### config.mk
export PLATFORM = sky130hd
export DESIGN_NAME = bldc_drive_lock_protect
export DESIGN_NICKNAME = d
export VERILOG_FILES = /design/src/design/motor_pkg.sv /design/src/design/sync2.sv /design/src/design/bldc_drive_lock_protect.sv
export SDC_FILE = /design/constraint.sdc
export NUM_CORES = 1
export LEC_CHECK = 0
export BUFFER_PORTS_ARGS = -buffer_cell sky130_fd_sc_hd__buf_2
export CAP_MARGIN = 20
export CORE_MARGIN = 4
export CORE_UTILIZATION = 25
export CTS_BUF_LIST = sky130_fd_sc_hd__clkbuf_8
export DETAILED_ROUTE_END_ITERATION = 8
export MAX_ROUTING_LAYER = met4
export SLEW_MARGIN = 25
export SYNTH_ARGS = -nofsm -noshare
export SYNTH_HDL_FRONTEND = slang
export SYNTH_HIERARCHICAL = 1
export SYNTH_SLANG_ARGS = --single-unit
### constraint.sdc
create_clock -name clock -period 11.6 [get_ports clock]
set_input_delay 2.32 -clock clock [delete_from_list [all_inputs] [get_ports clock]]
set_output_delay 2.32 -clock clock [all_outputs]
set_load 0.02 [all_outputs]
### src/design/motor_pkg.sv
// Constants and types shared by the motor drive logic
package motor_pkg;
    // Reference clock rate and tick pacing
    localparam int unsigned CLOCK_MHZ        = 250;
    // Target tachometer period in reference clocks
    localparam int unsigned SERVO_DIVIDE     = 8192;
    localparam logic [13:0] SERVO_COUNT      = 14'h2000;
    // Lock band: 6.25 percent of 8192 is 512
    localparam logic [13:0] LOCK_BAND        = 14'h0200;
    // Seconds per microfarad of timing capacitance
    localparam int unsigned SECONDS_PER_UF   = 52;
    // Lock timer prescale: one tick per microsecond
    localparam int unsigned TICK_NS          = 1000;
    localparam int unsigned CLOCK_NS         = 4;
    localparam int unsigned TICK_CYCLES      = TICK_NS / CLOCK_NS;
    localparam logic [7:0]  TICK_LAST        = 8'(TICK_CYCLES - 1);
    // Synchroniser reset constant, all zeros; not used by the logic
    localparam logic [1:0]  SYNC_RESET       = 2'h0;

    typedef enum logic [2:0]
    {
        STOPPED = 3'b001,
        RUNNING = 3'b010,
        LOCKED  = 3'b100
    } run_state_t;

    // Phase drive pair: source (high side) and sink (low side), one-hot except all sources on when braking
    typedef struct packed
    {
        logic [2:0] source;
        logic [2:0] sink;
    } phase_pair_t;

    // Six-step table for the low direction level; code is {a,b,c}
    function automatic phase_pair_t commutate(input logic [2:0] code,
                                              input logic       reverse);
        logic [2:0] c;
        phase_pair_t p;
        c = reverse ? ~code : code;
        p = '{source: 3'h0, sink: 3'h0};
        unique case (c)
            3'b101: p = '{source: 3'b010, sink: 3'b001};
            3'b100: p = '{source: 3'b100, sink: 3'b001};
            3'b110: p = '{source: 3'b100, sink: 3'b010};
            3'b010: p = '{source: 3'b001, sink: 3'b010};
            3'b011: p = '{source: 3'b001, sink: 3'b100};
            3'b001: p = '{source: 3'b010, sink: 3'b100};
            default: p = '{source: 3'h0, sink: 3'h0};
        endcase
        return p;
    endfunction : commutate
endpackage : motor_pkg

### src/design/sync2.sv
// Two-flop synchroniser for a bundle of pin inputs
`timescale 1ns/1ps
module sync2
    import motor_pkg::*;
#(
    parameter int WIDTH = 1
)
(
    input  wire logic             clock,
    input  wire logic             rst_n,
    input  wire logic [WIDTH-1:0] reset_value,
    input  wire logic [WIDTH-1:0] async_in,
    output logic      [WIDTH-1:0] sync_out
);
    typedef struct packed
    {
        logic [WIDTH-1:0] first;
        logic [WIDTH-1:0] second;
    } sync_state_t;

    sync_state_t state;
    sync_state_t next_state;

    always_comb
    begin
        next_state.first  = async_in;
        next_state.second = state.first;
    end

    // Reset loads each pin's idle level so no false request follows reset
    always_ff @(posedge clock)
    begin
        if (!rst_n)
            state <= {reset_value, reset_value};
        else
            state <= next_state;
    end

    assign sync_out = state.second;
endmodule : sync2

### src/design/bldc_drive_lock_protect.sv
// Commutation, speed lock and lock protection for a brushless drive
// How it works
// - Running unlocked too long turns sinks off
// - Lock interval is 52 s per microfarad
// - Trip holds until stop or power cycle
// - Grounded timer input disables lock protection
// - Lock flag low within 6.25 percent band
// - Run input low runs, high stops
// - Direction high selects reverse rotation
// - Hall pair high when positive exceeds negative
// - Discriminator high accelerates, low decelerates
// - Over-current after reversal kills sink
// - Reversal over-current shorts brake high side
// - Initial reset from tachometer input capacitor
// - Discriminator updates every two tach periods
// - Phase error updates every tach period
// - Target tach period is 8192 clocks
// - Current limit reduces PWM on duty
`timescale 1ns/1ps
module bldc_drive_lock_protect
    import motor_pkg::*;
#(
    // Lock interval in microseconds per microfarad of capacitance
    parameter int unsigned US_PER_UF = SECONDS_PER_UF * 1000000
)
(
    input  wire logic        clock,
    input  wire logic        rst_n,
    input  wire logic        tach_reset_n,
    input  wire logic        hall_a_pos,
    input  wire logic        hall_a_neg,
    input  wire logic        hall_b_pos,
    input  wire logic        hall_b_neg,
    input  wire logic        hall_c_pos,
    input  wire logic        hall_c_neg,
    input  wire logic        tach_pulse,
    input  wire logic        run_stop,
    input  wire logic        direction,
    input  wire logic        over_current,
    input  wire logic        pwm_on,
    input  wire logic [15:0] lock_timer_cap,
    output logic      [2:0]  phase_source,
    output logic      [2:0]  phase_sink,
    output logic             brake,
    output logic             speed_lock_flag,
    output logic             speed_lock_flag_oe,
    output logic             disc_out,
    output logic             disc_update,
    output logic             phase_err_out,
    output logic             phase_update,
    output logic             protect_tripped
);
    typedef struct packed
    {
        run_state_t  run;
        logic [13:0] period;
        logic [13:0] measured;
        logic        half;
        logic        tach_d;
        logic        last_dir;
        logic        reversed;
        logic        rev_fault;
        logic        in_lock;
        logic        disc;
        logic        disc_pulse;
        logic        phase_err;
        logic        phase_pulse;
        logic [7:0]  prescale;
        logic [47:0] lock_count;
        phase_pair_t drive;
        logic        brake;
    } core_state_t;

    core_state_t state;
    core_state_t next_state;

    logic [8:0] pins;
    logic [8:0] pins_sync;
    logic       hall_a;
    logic       hall_b;
    logic       hall_c;
    logic       tach_s;
    logic       stop_req;
    logic       dir_rev;
    logic       oc_s;
    logic       pwm_s;
    logic       init_n;
    logic       protect_on;
    logic [47:0] lock_limit;
    phase_pair_t table_pair;

    assign pins = {tach_reset_n, pwm_on, over_current, direction, run_stop,
                   tach_pulse, hall_c_pos > hall_c_neg,
                   hall_b_pos > hall_b_neg, hall_a_pos > hall_a_neg};

    // Idle levels: init released, run pin stopped, direction reverse
    sync2 #(.WIDTH(9)) pin_sync
    (
        .clock       (clock),
        .rst_n       (rst_n),
        .reset_value (9'h130),
        .async_in    (pins),
        .sync_out    (pins_sync)
    );

    assign {init_n, pwm_s, oc_s, dir_rev, stop_req, tach_s,
            hall_c, hall_b, hall_a} = pins_sync;

    // Interval scales with capacitance in microsecond ticks
    assign lock_limit = 48'(lock_timer_cap) * 48'(US_PER_UF);
    assign protect_on = (lock_timer_cap != 16'h0000);
    assign table_pair = commutate({hall_a, hall_b, hall_c}, dir_rev);

    always_comb
    begin
        next_state = state;
        next_state.disc_pulse = 1'b0;
        next_state.phase_pulse = 1'b0;
        next_state.tach_d = tach_s;
        next_state.last_dir = dir_rev;
        next_state.period = (state.period == 14'h3fff) ? state.period
                                                       : state.period + 14'h1;
        next_state.prescale = (state.prescale == TICK_LAST) ? 8'h00
                                                : state.prescale + 8'h01;
        if (tach_s && !state.tach_d)
        begin
            next_state.measured = state.period;
            // Restart at one so the latched count equals the period
            next_state.period = 14'h1;
            next_state.half = !state.half;
            next_state.phase_err = (state.period > SERVO_COUNT);
            next_state.phase_pulse = 1'b1;
            if (state.half)
            begin
                next_state.disc = (state.period > SERVO_COUNT);
                next_state.disc_pulse = 1'b1;
            end
        end
        // Band of 6.25 percent around target
        next_state.in_lock = (state.measured >= SERVO_COUNT - LOCK_BAND)
                          && (state.measured <= SERVO_COUNT + LOCK_BAND);
        if (dir_rev != state.last_dir)
            next_state.reversed = 1'b1;
        if (state.reversed && oc_s)
            next_state.rev_fault = 1'b1;
        unique case (state.run)
            STOPPED:
            begin
                next_state.lock_count = 48'h0;
                next_state.reversed = 1'b0;
                next_state.rev_fault = 1'b0;
                if (!stop_req)
                    next_state.run = RUNNING;
            end
            RUNNING:
            begin
                if (state.in_lock)
                    next_state.lock_count = 48'h0;
                else if (state.prescale == TICK_LAST)
                    next_state.lock_count = state.lock_count + 48'h1;
                // A new reversal wins over the clear
                if (state.in_lock && !oc_s && dir_rev == state.last_dir)
                    next_state.reversed = 1'b0;
                if (stop_req)
                    next_state.run = STOPPED;
                else if (protect_on && !state.in_lock
                         && state.lock_count >= lock_limit)
                    next_state.run = LOCKED;
            end
            LOCKED:
            begin
                if (stop_req)
                    next_state.run = STOPPED;
            end
            default: next_state.run = STOPPED;
        endcase
        next_state.drive = '{source: 3'h0, sink: 3'h0};
        next_state.brake = 1'b0;
        // Outputs follow the new run state so a trip kills drive at once
        if (next_state.run == RUNNING)
        begin
            if (state.rev_fault)
            begin
                // All three high sides short the windings
                next_state.drive.source = 3'b111;
                next_state.brake = 1'b1;
            end
            else
            begin
                next_state.drive.source = table_pair.source;
                // Limit chops the sink on time
                next_state.drive.sink = (pwm_s && !oc_s) ? table_pair.sink
                                                          : 3'h0;
            end
        end
    end

    // Tach capacitor reset joins the logic reset
    always_ff @(posedge clock)
    begin
        if (!rst_n || !init_n)
        begin
            state <= '0;
            state.run <= STOPPED;
        end
        else
            state <= next_state;
    end

    assign phase_source       = state.drive.source;
    assign phase_sink         = state.drive.sink;
    assign brake              = state.brake;
    assign speed_lock_flag    = 1'b0;
    assign speed_lock_flag_oe = state.in_lock;
    assign disc_out           = state.disc;
    assign disc_update        = state.disc_pulse;
    assign phase_err_out      = state.phase_err;
    assign phase_update       = state.phase_pulse;
    assign protect_tripped    = (state.run == LOCKED);
endmodule : bldc_drive_lock_protect

---- Word level (Yosys, flattened, before mapping) ----
Cells that the tools add are included.
word-level totals
  flip-flop bits (word level) ............. 122
  latch bits .............................. 0
  bits in writable memories ............... 0
  bits in read-only memories .............. 0
  input port bits ......................... 30
  memories ................................ 0
cells by class
  add/subtract/negate cells ............... 3
  multipliers ............................. 1
  div/mod/pow operators ................... 0
  magnitude comparators ................... 7
  eq/ne operators ......................... 16
  shift operators ......................... 0
  muxes and demuxes ....................... 19
  bitwise operators ....................... 4
  reductions and logical operators ........ 25
operator list
  cell                                                                      count
  48-bit two-way mux                                                        2
  48-bit case mux with 2 select lines                                       1
  48-bit by 1-bit adder with 48-bit output (second input constant)          1
  48-bit by 42-bit >= comparator with 1-bit output                          1
  6-bit case mux with 6 select lines                                        1
  16-bit by 18-bit multiplier with 34-bit output (second input constant)    1
  3-bit two-way mux                                                         6
  16-bit two-way mux                                                        1
  16-bit nonzero test                                                       1
  14-bit by 1-bit adder with 14-bit output (second input constant)          1
  14-bit equality test (second input constant)                              1
  14-bit by 13-bit >= comparator with 1-bit output (second input constant)  1
  14-bit greater-than comparator (second input constant)                    1
  14-bit <= comparator (second input constant)                              1
  3-bit by 2-bit equality test with 1-bit output (second input constant)    4
  3-bit equality test (second input constant)                               4
  2-bit OR reduction                                                        5
  3-bit case mux with 3 select lines                                        1
  8-bit by 1-bit adder with 8-bit output (second input constant)            1
  8-bit equality test (second input constant)                               1
  1-bit logical AND                                                         8
  3-bit by 1-bit equality test with 1-bit output (second input constant)    2
  1-bit logical NOT                                                         6
  1-bit two-way mux                                                         6
  other kinds (12)                                                          17

---- Depth between registers and ports, before layout ----
Gate-level depths: netlist of run 1.
  depth in word-level cells ............... 9
  mapped depth ............................ 31
  depth with buffers taken out ............ 31

---- Hierarchy ----
The synthesis of run 1 kept the hierarchy.
by module, submodules not included
  module                   times used  cells each  area an instance (um^2)  seq. area each (um^2)
  bldc_drive_lock_protect  1           1,234       10,862.9                 2,082.0
  sync2                    1           38          631.9                    360.3

---- Least setup slack after synthesis of run 1 ----
Ideal clock, no wire load.
  path type ............................... input -> register
  start point ............................. input port lock_timer_cap[13]
  end point ............................... register state (netlist bit brake)
  library setup time ...................... 0.115 ns
  data arrival time ....................... 8.452 ns
  data required time ...................... 11.485 ns
  path slack .............................. 3.033 ns
  stages on the path ...................... 27
  path through ............................ fa_1 fa_1 fa_1 inv_1 fa_1 fa_1 inv_1 fa_1 ha_1 buf_2 a211oi_1 o21ai_1 a41o_1 or3_1 o221ai_2 a21boi_0 nor4_1 a311oi_1 ha_1 nand3_1 o21bai_1 o21a_1 o21ai_0 a2bb2oi_1 o21ai_2 inv_1 and2_1
on the way
  cells in the longest elaborated chain, start to end .. 9
  elaborated cells on any way between the ends .. 11
  classes of those cells .................. 1 x mul; 1 x order compare; 1 x eq/ne; 3 x mux; 1 x bitwise; 4 x reduce/logical
RTL lines
  element                                                                                line                                                            RTL
  start: declaration                                                                     bldc_drive_lock_protect.sv:41                                   input wire logic [15:0] lock_timer_cap,
  16-bit by 18-bit multiplier with 34-bit output or 16-bit nonzero test (tied branches)  bldc_drive_lock_protect.sv:110, bldc_drive_lock_protect.sv:111
  48-bit by 42-bit >= comparator with 1-bit output or 1-bit logical AND (tied branches)  bldc_drive_lock_protect.sv:167, bldc_drive_lock_protect.sv:166
  1-bit logical AND (*)                                                                  bldc_drive_lock_protect.sv:167                                  && state.lock_count >= lock_limit)
  3-bit two-way mux (*)                                                                  bldc_drive_lock_protect.sv:166                                  else if (protect_on && !state.in_lock
  3-bit two-way mux (*)                                                                  bldc_drive_lock_protect.sv:164                                  if (stop_req)
  3-bit case mux with 3 select lines (*)                                                 bldc_drive_lock_protect.sv:146                                  unique case (state.run)
  3-bit by 2-bit equality test with 1-bit output (*)                                     bldc_drive_lock_protect.sv:180                                  if (next_state.run == RUNNING)
  1-bit NOT (no line) (*)                                                                n/a
  2-bit OR reduction (no line) (*)                                                       n/a
  end signal: assignment                                                                 bldc_drive_lock_protect.sv:207                                  state <= next_state;
  end: declaration                                                                       bldc_drive_lock_protect.sv:74                                   core_state_t state;
Every way passes the cells marked *; elsewhere a longest branch is shown, timed or not.
A chain may end at the register's enable or synchronous reset.

---- Worst setup path in the final report of run 1 ----
  start point ............................. input port lock_timer_cap[5]
  end point ............................... register state (netlist bit phase_sink[0])
on the way
  cells in the longest elaborated chain, start to end .. 9
  elaborated cells on any way between the ends .. 11
  classes of those cells .................. 1 x mul; 1 x order compare; 1 x eq/ne; 3 x mux; 1 x bitwise; 4 x reduce/logical
RTL lines
  element                                                                                line
  16-bit by 18-bit multiplier with 34-bit output or 16-bit nonzero test (tied branches)  bldc_drive_lock_protect.sv:110, bldc_drive_lock_protect.sv:111
  48-bit by 42-bit >= comparator with 1-bit output or 1-bit logical AND (tied branches)  bldc_drive_lock_protect.sv:167, bldc_drive_lock_protect.sv:166
  1-bit logical AND (*)                                                                  bldc_drive_lock_protect.sv:167
  3-bit two-way mux (*)                                                                  bldc_drive_lock_protect.sv:166
  3-bit two-way mux (*)                                                                  bldc_drive_lock_protect.sv:164
  3-bit case mux with 3 select lines (*)                                                 bldc_drive_lock_protect.sv:146
  3-bit by 2-bit equality test with 1-bit output (*)                                     bldc_drive_lock_protect.sv:180
  1-bit NOT (no line) (*)                                                                n/a
  4-bit OR reduction (no line) (*)                                                       n/a
Marks and branches as above.

==> results.md, run 1 <==
- Dpl cell area: approximately 12000 sq um
- P per Cell Area: 247 nW/um^2
- Pin count of the biggest net entering global routing: 47
- Slowest stage delay, CP: around 0.55 ns
- Number of flops mapped to enable cells by yosys: 0
- Clock-pin slew on the worst setup and hold paths: about 0.060 ns
- Max-Slew Margin vs Limit: 0.451
- Leak: just under 6 nW
- Vias in the first global route: between 8000 and 9000
- Max Cap Viol: 0
- Worst hold endpoint: pin_sync/sync_out[0]
- Part of the cycle the worst path needs: 0.789
- CP Class: in2reg
- DRT Pass-1 Iters: 7
- FF-to-FF Start: state[15]
- Tot Pwr: around 3.2 mW
- Critical path fanouts, max: 8
- Maximum root-to-sink buffer count: 2
- Peak VDD IR: about 0.18 mV
- Outcome: finished clean
- Post-Syn Instances: ~1300
- Synth warn: 6
- Gr ovfl total: 0
- Worst skew pair latency: between 0.4 and 0.5 ns
- NetSw: 1.52 mW
- Most used DFF post-synth: dfxtp_1
- Clk_skew: 0.00617 ns
- CP max stage cell: fa_1
- DRT iter0 DRCs: ~530
- Most frequent cells in the layout: 195 x inv_1, 194 x ha_1, 122 x dfxtp_1
- NumNets Final: 1636
- Final Instance Area: approximately 13000 sq um
- Met3 routed WL: 742 um
- Clock power frac: 0.130
- Slew @ Worst Pin: slightly above 0.8 ns
- Clk sink count: between 100 and 150
- Worst reg-to-reg setup slack: 8.79 ns
- M1 wire length: between 10000 and 15000 um
- Final setup violation count: 0
- Hold Slack: about 0.46 ns
- Yosys reg bits: around 120
- Seq pwr share: 0.138
- Num CTS Buffers: 17
- Area grow syn2layout: 11.5%
- RSZ-0062 raised after global routing: no
- Syn avg cell area: 9.04 sq um
- Min cycle time layout: 9.15 ns
- Final RePlAce weighted congestion: between 0.8 and 0.9
- H-tree depth: 4
- Synth cell types: about 80
- Post-DP HPWL: between 20000 and 25000 um
- ANT nets after route: 0
- Rows: 78
- CP Capture Type: flop
- Fill cells: between 4000 and 5000
- FMAX: about 110 MHz
- Most common cell after layout, fill and taps aside: inv_1
- Slew Limit Fails: 0
- Share of cells above drive strength 1: 0.0840
- Seq/Total Area, Yosys: 0.212
- R2R depth: 11
- DRC Markers: 0
- Worst setup SP type: primary input
- Ports: 44
- Met2 WL: 10700 um
- Routed wire length: 24600 um
- FFs w/ async S/R, synth: 0
- # diodes: 0
- Gr usage total: 0.106
- Vias per std cell: about 4.4
- CP dominant cell by count: inv_1
- CTS tree: done
- # resized after CTS: 0
- I/O Buffers: 42
- Hold path start: pin_sync/next_state[0]
- Hold crit path type: reg2reg
- Worst reg2reg endpoint: brake
- WP data required: 11.96 ns
- Fin Setup TNS: 0 ns
- Die W: roughly 220 um
- Clock Tree Root: clkbuf_8
- Avg WL per Cell: roughly 13 um
- P_int: between 1.5 and 2 mW
- Final Hold Viols: 0
- Max Used Layer: met4
- Total core area: ~45000 sq um
- Sw Share: 0.481
- Die Height: approximately 220 um
- Vias: between 8000 and 9000
- CTS Hold Bufs: 0
- Die Footprint: 49500 sq um
- WP data arrival: ~9.5 ns
- Mapped cell area: 11500 sq um
- Starting density of the core: 0.253
- Hold Crit Depth: 1
- First-pass GRT wire length: 43200 um
- Comb power frac: 0.733
- Setup Fix Bufs, Post-CTS: 0
- Initial antenna violation count: 0
-- routing by layer --
| layer | vias to the layer above | track usage |
|---|---|---|
| met3 | 33 | 0.0166 |
| met2 | 132 | 0.159 |
| li1 | 4342 | - |
| met5 | - | - |
| met4 | 0 | 0.0241 |
| met1 | 4002 | 0.151 |
-- power groups by stage --
stage          clock [mW]  combinational, mW  sequential, mW
3_5_place_dp            0               2.28           0.444
3_3_place_gp            0               2.22           0.444
5_1_grt             0.441               2.69           0.436
4_1_cts             0.422               2.31           0.435
2_1_floorplan           0               1.79           0.442
6_report            0.409               2.32           0.435
-- through the flow --
stage,std cells,setup WS [ns],util
floorplan,1289,3.03,-
global placement,1902,2.17,0.273
detailed placement,1902,1.99,0.273
CTS,1933,2.46,0.282
global route,1933,1.96,0.282
finish,1933,2.45,0.282
-- kinds of logic after synthesis --
family / after synthesis / synth area share
other cells: 2 / 0.000653
flops: 122 / 0.212
simple gates: 368 / 0.162
mux: 18 / 0.0209
fa+ha+maj: 285 / 0.370
xor+xnor: 82 / 0.0625
buf+inv: 224 / 0.0778
compound gates: 171 / 0.0945
-- final cells by class --
| class | count | area (sq um) | share of cell area |
|---|---|---|---|
| Clock buffer | 21 | 289 | 0.0226 |
| Inverter | 193 | 724 | 0.0565 |
| Tap cell | 600 | 751 | 0.0586 |
| Sequential cell | 122 | 2440 | 0.191 |
| Timing Repair Buffer | 44 | 225 | 0.0176 |
| Multi-Input combinational cell | 943 | 8240 | 0.643 |
| Clock inverter | 10 | 148 | 0.0115 |
-- how the worst max path moves through the flow --
stage	startpoint	to
floorplan	lock_timer_cap[13]	brake
global placement	lock_timer_cap[5]	phase_sink[0]
detailed placement	lock_timer_cap[5]	phase_sink[0]
CTS	lock_timer_cap[5]	phase_sink[0]
global route	lock_timer_cap[5]	phase_sink[2]
finish	lock_timer_cap[5]	phase_sink[0]
-- synth_stat cells (all sizes together), types with 19 or more instances --
| library cell | instances | share of area |
|---|---|---|
| nor2 | 107 | 0.035 |
| xnor2 | 40 | 0.030 |
| xor2 | 42 | 0.032 |
| nand2 | 91 | 0.030 |
| nor3 | 25 | 0.013 |
| a21oi | 68 | 0.030 |
| nand3 | 37 | 0.018 |
| nand4 | 19 | 0.011 |
| fa | 91 | 0.16 |
| inv | 193 | 0.063 |
| dfxtp | 122 | 0.21 |
| ha | 194 | 0.21 |
| clkbuf | 19 | 0.0063 |
| o21ai | 32 | 0.014 |
-- critical path: cells and delay by family --
kind | cells | cell delay, ns
buffers and inverters | 7 | 0.63
adders and majority gates | 8 | 3.46
and+or+nand+nor | 1 | 0.20
AOI/OAI and AO/OA | 13 | 2.72
xor gates and xnor gates | 1 | 0.18
-- state kept, by name (all words and copies together) (netlist names) --
signal	flops
phase_source	3
state	92
pin_sync/sync_out	9
brake	1
pin_sync/next_state	9
phase_update	1
phase_sink	3
speed_lock_flag_oe	1
disc_out	1
phase_err_out	1
disc_update	1
Power figures use the tool's default switching activity.
==> run 2: changes to the inputs <==
- clock period: 11.6 -> 9 ns (I/O delays scaled with it)
==> run 2 against run 1 <==
  * Flip-flop and latch count unchanged
  * Setup slack worse by 2.0 ns
  * Clock power up 48%
  * Worst hold slack better by 0.00055 ns
  * Clock-buffer cell count unchanged
  * Core utilization up 0.28 points
  * First-iteration DRC count up 4.3%
  * Sequential share of layout area down 0.19 points
  * Via count up 0.51%
  * Largest cell class unchanged
  * Critical path type unchanged
  * Wire length about the same
==> results.md, run 2 (synthesis gave the netlist of run 1 again) <==
- Pin count of the biggest net entering global routing: 47 (unchanged)
- Met2 WL: 10900 um (was 10700 um)
- Avg WL per Cell: 12.7 um (about the same)
- Max-Slew Margin vs Limit: 0.445 (was 0.451)
- Critical path fanouts, max: 7 (was 8)
- Leak: 5.94 nW (was 5.91 nW)
- Slew Limit Fails: 0 (unchanged)
- Starting density of the core: 0.253 (unchanged)
- Min cycle time layout: around 8.5 ns
- Final RePlAce weighted congestion: 0.901 (was 0.887)
- Outcome: finished clean (unchanged)
- Total core area: 45400 sq um (unchanged)
- Most common cell after layout, fill and taps aside: ha_1 (was inv_1)
- Clk_skew: 0.00866 ns (was 0.00617 ns)
- Ports: 44 (unchanged)
- Hold crit path type: reg2reg (unchanged)
- Final Non-Filler Cells: 1939 (was 1933)
- WP data arrival: 8.87 ns (was 9.50 ns)
- Worst setup SP type: primary input (unchanged)
- Die W: 222 um (unchanged)
- Die Footprint: 49500 sq um (unchanged)
- Hold Slack: 0.457 ns (was 0.456 ns)
- Vias in the first global route: 8578 (was 8692)
- P per Cell Area: 322 nW/um^2 (was 247 nW/um^2)
- Clock Tree Root: clkbuf_8 (unchanged)
- DRT iter0 DRCs: 556 (was 533)
- Num CTS Buffers: 17 (unchanged)
- Gr ovfl total: 0 (unchanged)
- Cell family contributing the most delay on the critical path: adder cells (unchanged)
- Placed Cells: 1906 (was 1902)
- WP data required: 9.33 ns (was 11.96 ns)
- Reg with most FFs: state (unchanged)
- Most frequent cells in the layout: 194 x ha_1, 193 x inv_1, 122 x dfxtp_1 (was 195 x inv_1, 194 x ha_1, 122 x dfxtp_1)
- Max Cap Viol: 0 (unchanged)
- Peak VDD IR: 0.194 mV (was 0.182 mV)
- H-tree depth: 4 (unchanged)
- CP max stage cell: fa_1 (unchanged)
- Met3 routed WL: 906 um (was 742 um)
- Gr usage total: 0.104 (was 0.106)
- CTS Hold Bufs: 0 (unchanged)
- Rows: 78 (unchanged)
- DRC Markers: 0 (unchanged)
- Clock-pin slew on the worst setup and hold paths: 0.07 ns (was 0.06 ns)
- Die Height: 222 um (unchanged)
- Worst Path Buf+Inv: 7 (unchanged)
- Max Used Layer: met4 (unchanged)
- Part of the cycle the worst path needs: 0.948
- ANT nets after route: 0 (unchanged)
- I/O Buffers: 42 (unchanged)
- NumNets Final: 1641 (was 1636)
- Slowest stage delay, CP: 0.58 ns (was 0.55 ns)
- Slew @ Worst Pin: 0.830 ns (was 0.822 ns)
- Final Hold Viols: 0 (unchanged)
- Post-DP HPWL: 20400 um (was 20300 um)
- Tot Pwr: 4.17 mW (was 3.16 mW)
- Vias per std cell: 4.41 (was 4.40)
- Final setup violation count: 0 (unchanged)
- Area grow syn2layout: 12.6% (was 11.5%)
- RSZ-0062 raised after global routing: no (unchanged)
- CP Capture Type: flop (unchanged)
- First-pass GRT wire length: 42300 um (was 43200 um)
- DRT Pass-1 Iters: 5 (was 7)
- FMAX: about 120 MHz
- CP Class: in2reg (unchanged)
- Largest register FFs: 92 (unchanged)
- # diodes: 0 (unchanged)
- Initial antenna violation count: 0 (unchanged)
- Routed wire length: 24600 um (about the same)
- M1 wire length: 12400 um (was 12700 um)
- Worst skew pair latency: 0.44 ns (was 0.43 ns)
- Share of cells above drive strength 1: 0.0904 (was 0.0840)
- Maximum root-to-sink buffer count: 2 (unchanged)
- CTS tree: done (unchanged)
- Vias: 8552 (was 8509)
- Clk sink count: 122 (unchanged)
[run 2: per-stage QoR]
step	cell area [sq um]	util	setup slack (ns)	setup TNS, ns
after floorplan	11600	-	0.953	0
after global placement	12400	0.273	0.0620	0
after detailed placement	12400	0.273	-0.0708	-0.0708
after CTS	12900	0.285	0.385	0
after global routing	12900	0.285	0.00623	0
final	12900	0.285	0.464	0
[run 2: tightest hold or removal path, stage by stage (launching register included)]
cell and delay (ns):
dfxtp_1 0.31, nand2_1 0.05, a21oi_1 0.05
[run 2: repair_timing]
action	4_1_cts	5_1_grt
setup buffers	0	1
gates resized for setup	0	3
setup endpoints to repair	0	6
[run 2: final timing paths]
check	cells after the start	slack (ns)	start	endpoint
worst max-delay path	30	0.46	lock_timer_cap[11]	brake
worst min-delay path	2	0.46	state[76]	state[76]
worst max register to register	12	6.21	state[15]	brake
worst min register to register	2	0.46	state[76]	state[76]
[run 2: final cells by class]
cell class / instances / area, sq um
fill: 4795 / 32400
multi-input combinational: 943 / 8260
sequential: 122 / 2440
tap: 600 / 751
inverter: 193 / 724
clock buffer: 21 / 289
timing repair buffer: 49 / 263
clock inverter: 11 / 214
[run 2: metal layers]
metal	GRT usage	vias up
met5	-	-
met4	0.0247	0
met3	0.0174	26
met2	0.162	149
met1	0.143	4021
li1	-	4356
[run 2: where the power goes]
group          internal [mW]  switching [mW]  leakage (nW)
combinational           1.25            1.75          4.71
sequential             0.551         0.00918         0.991
clock                  0.387           0.219         0.248
total                   2.19            1.98          5.95
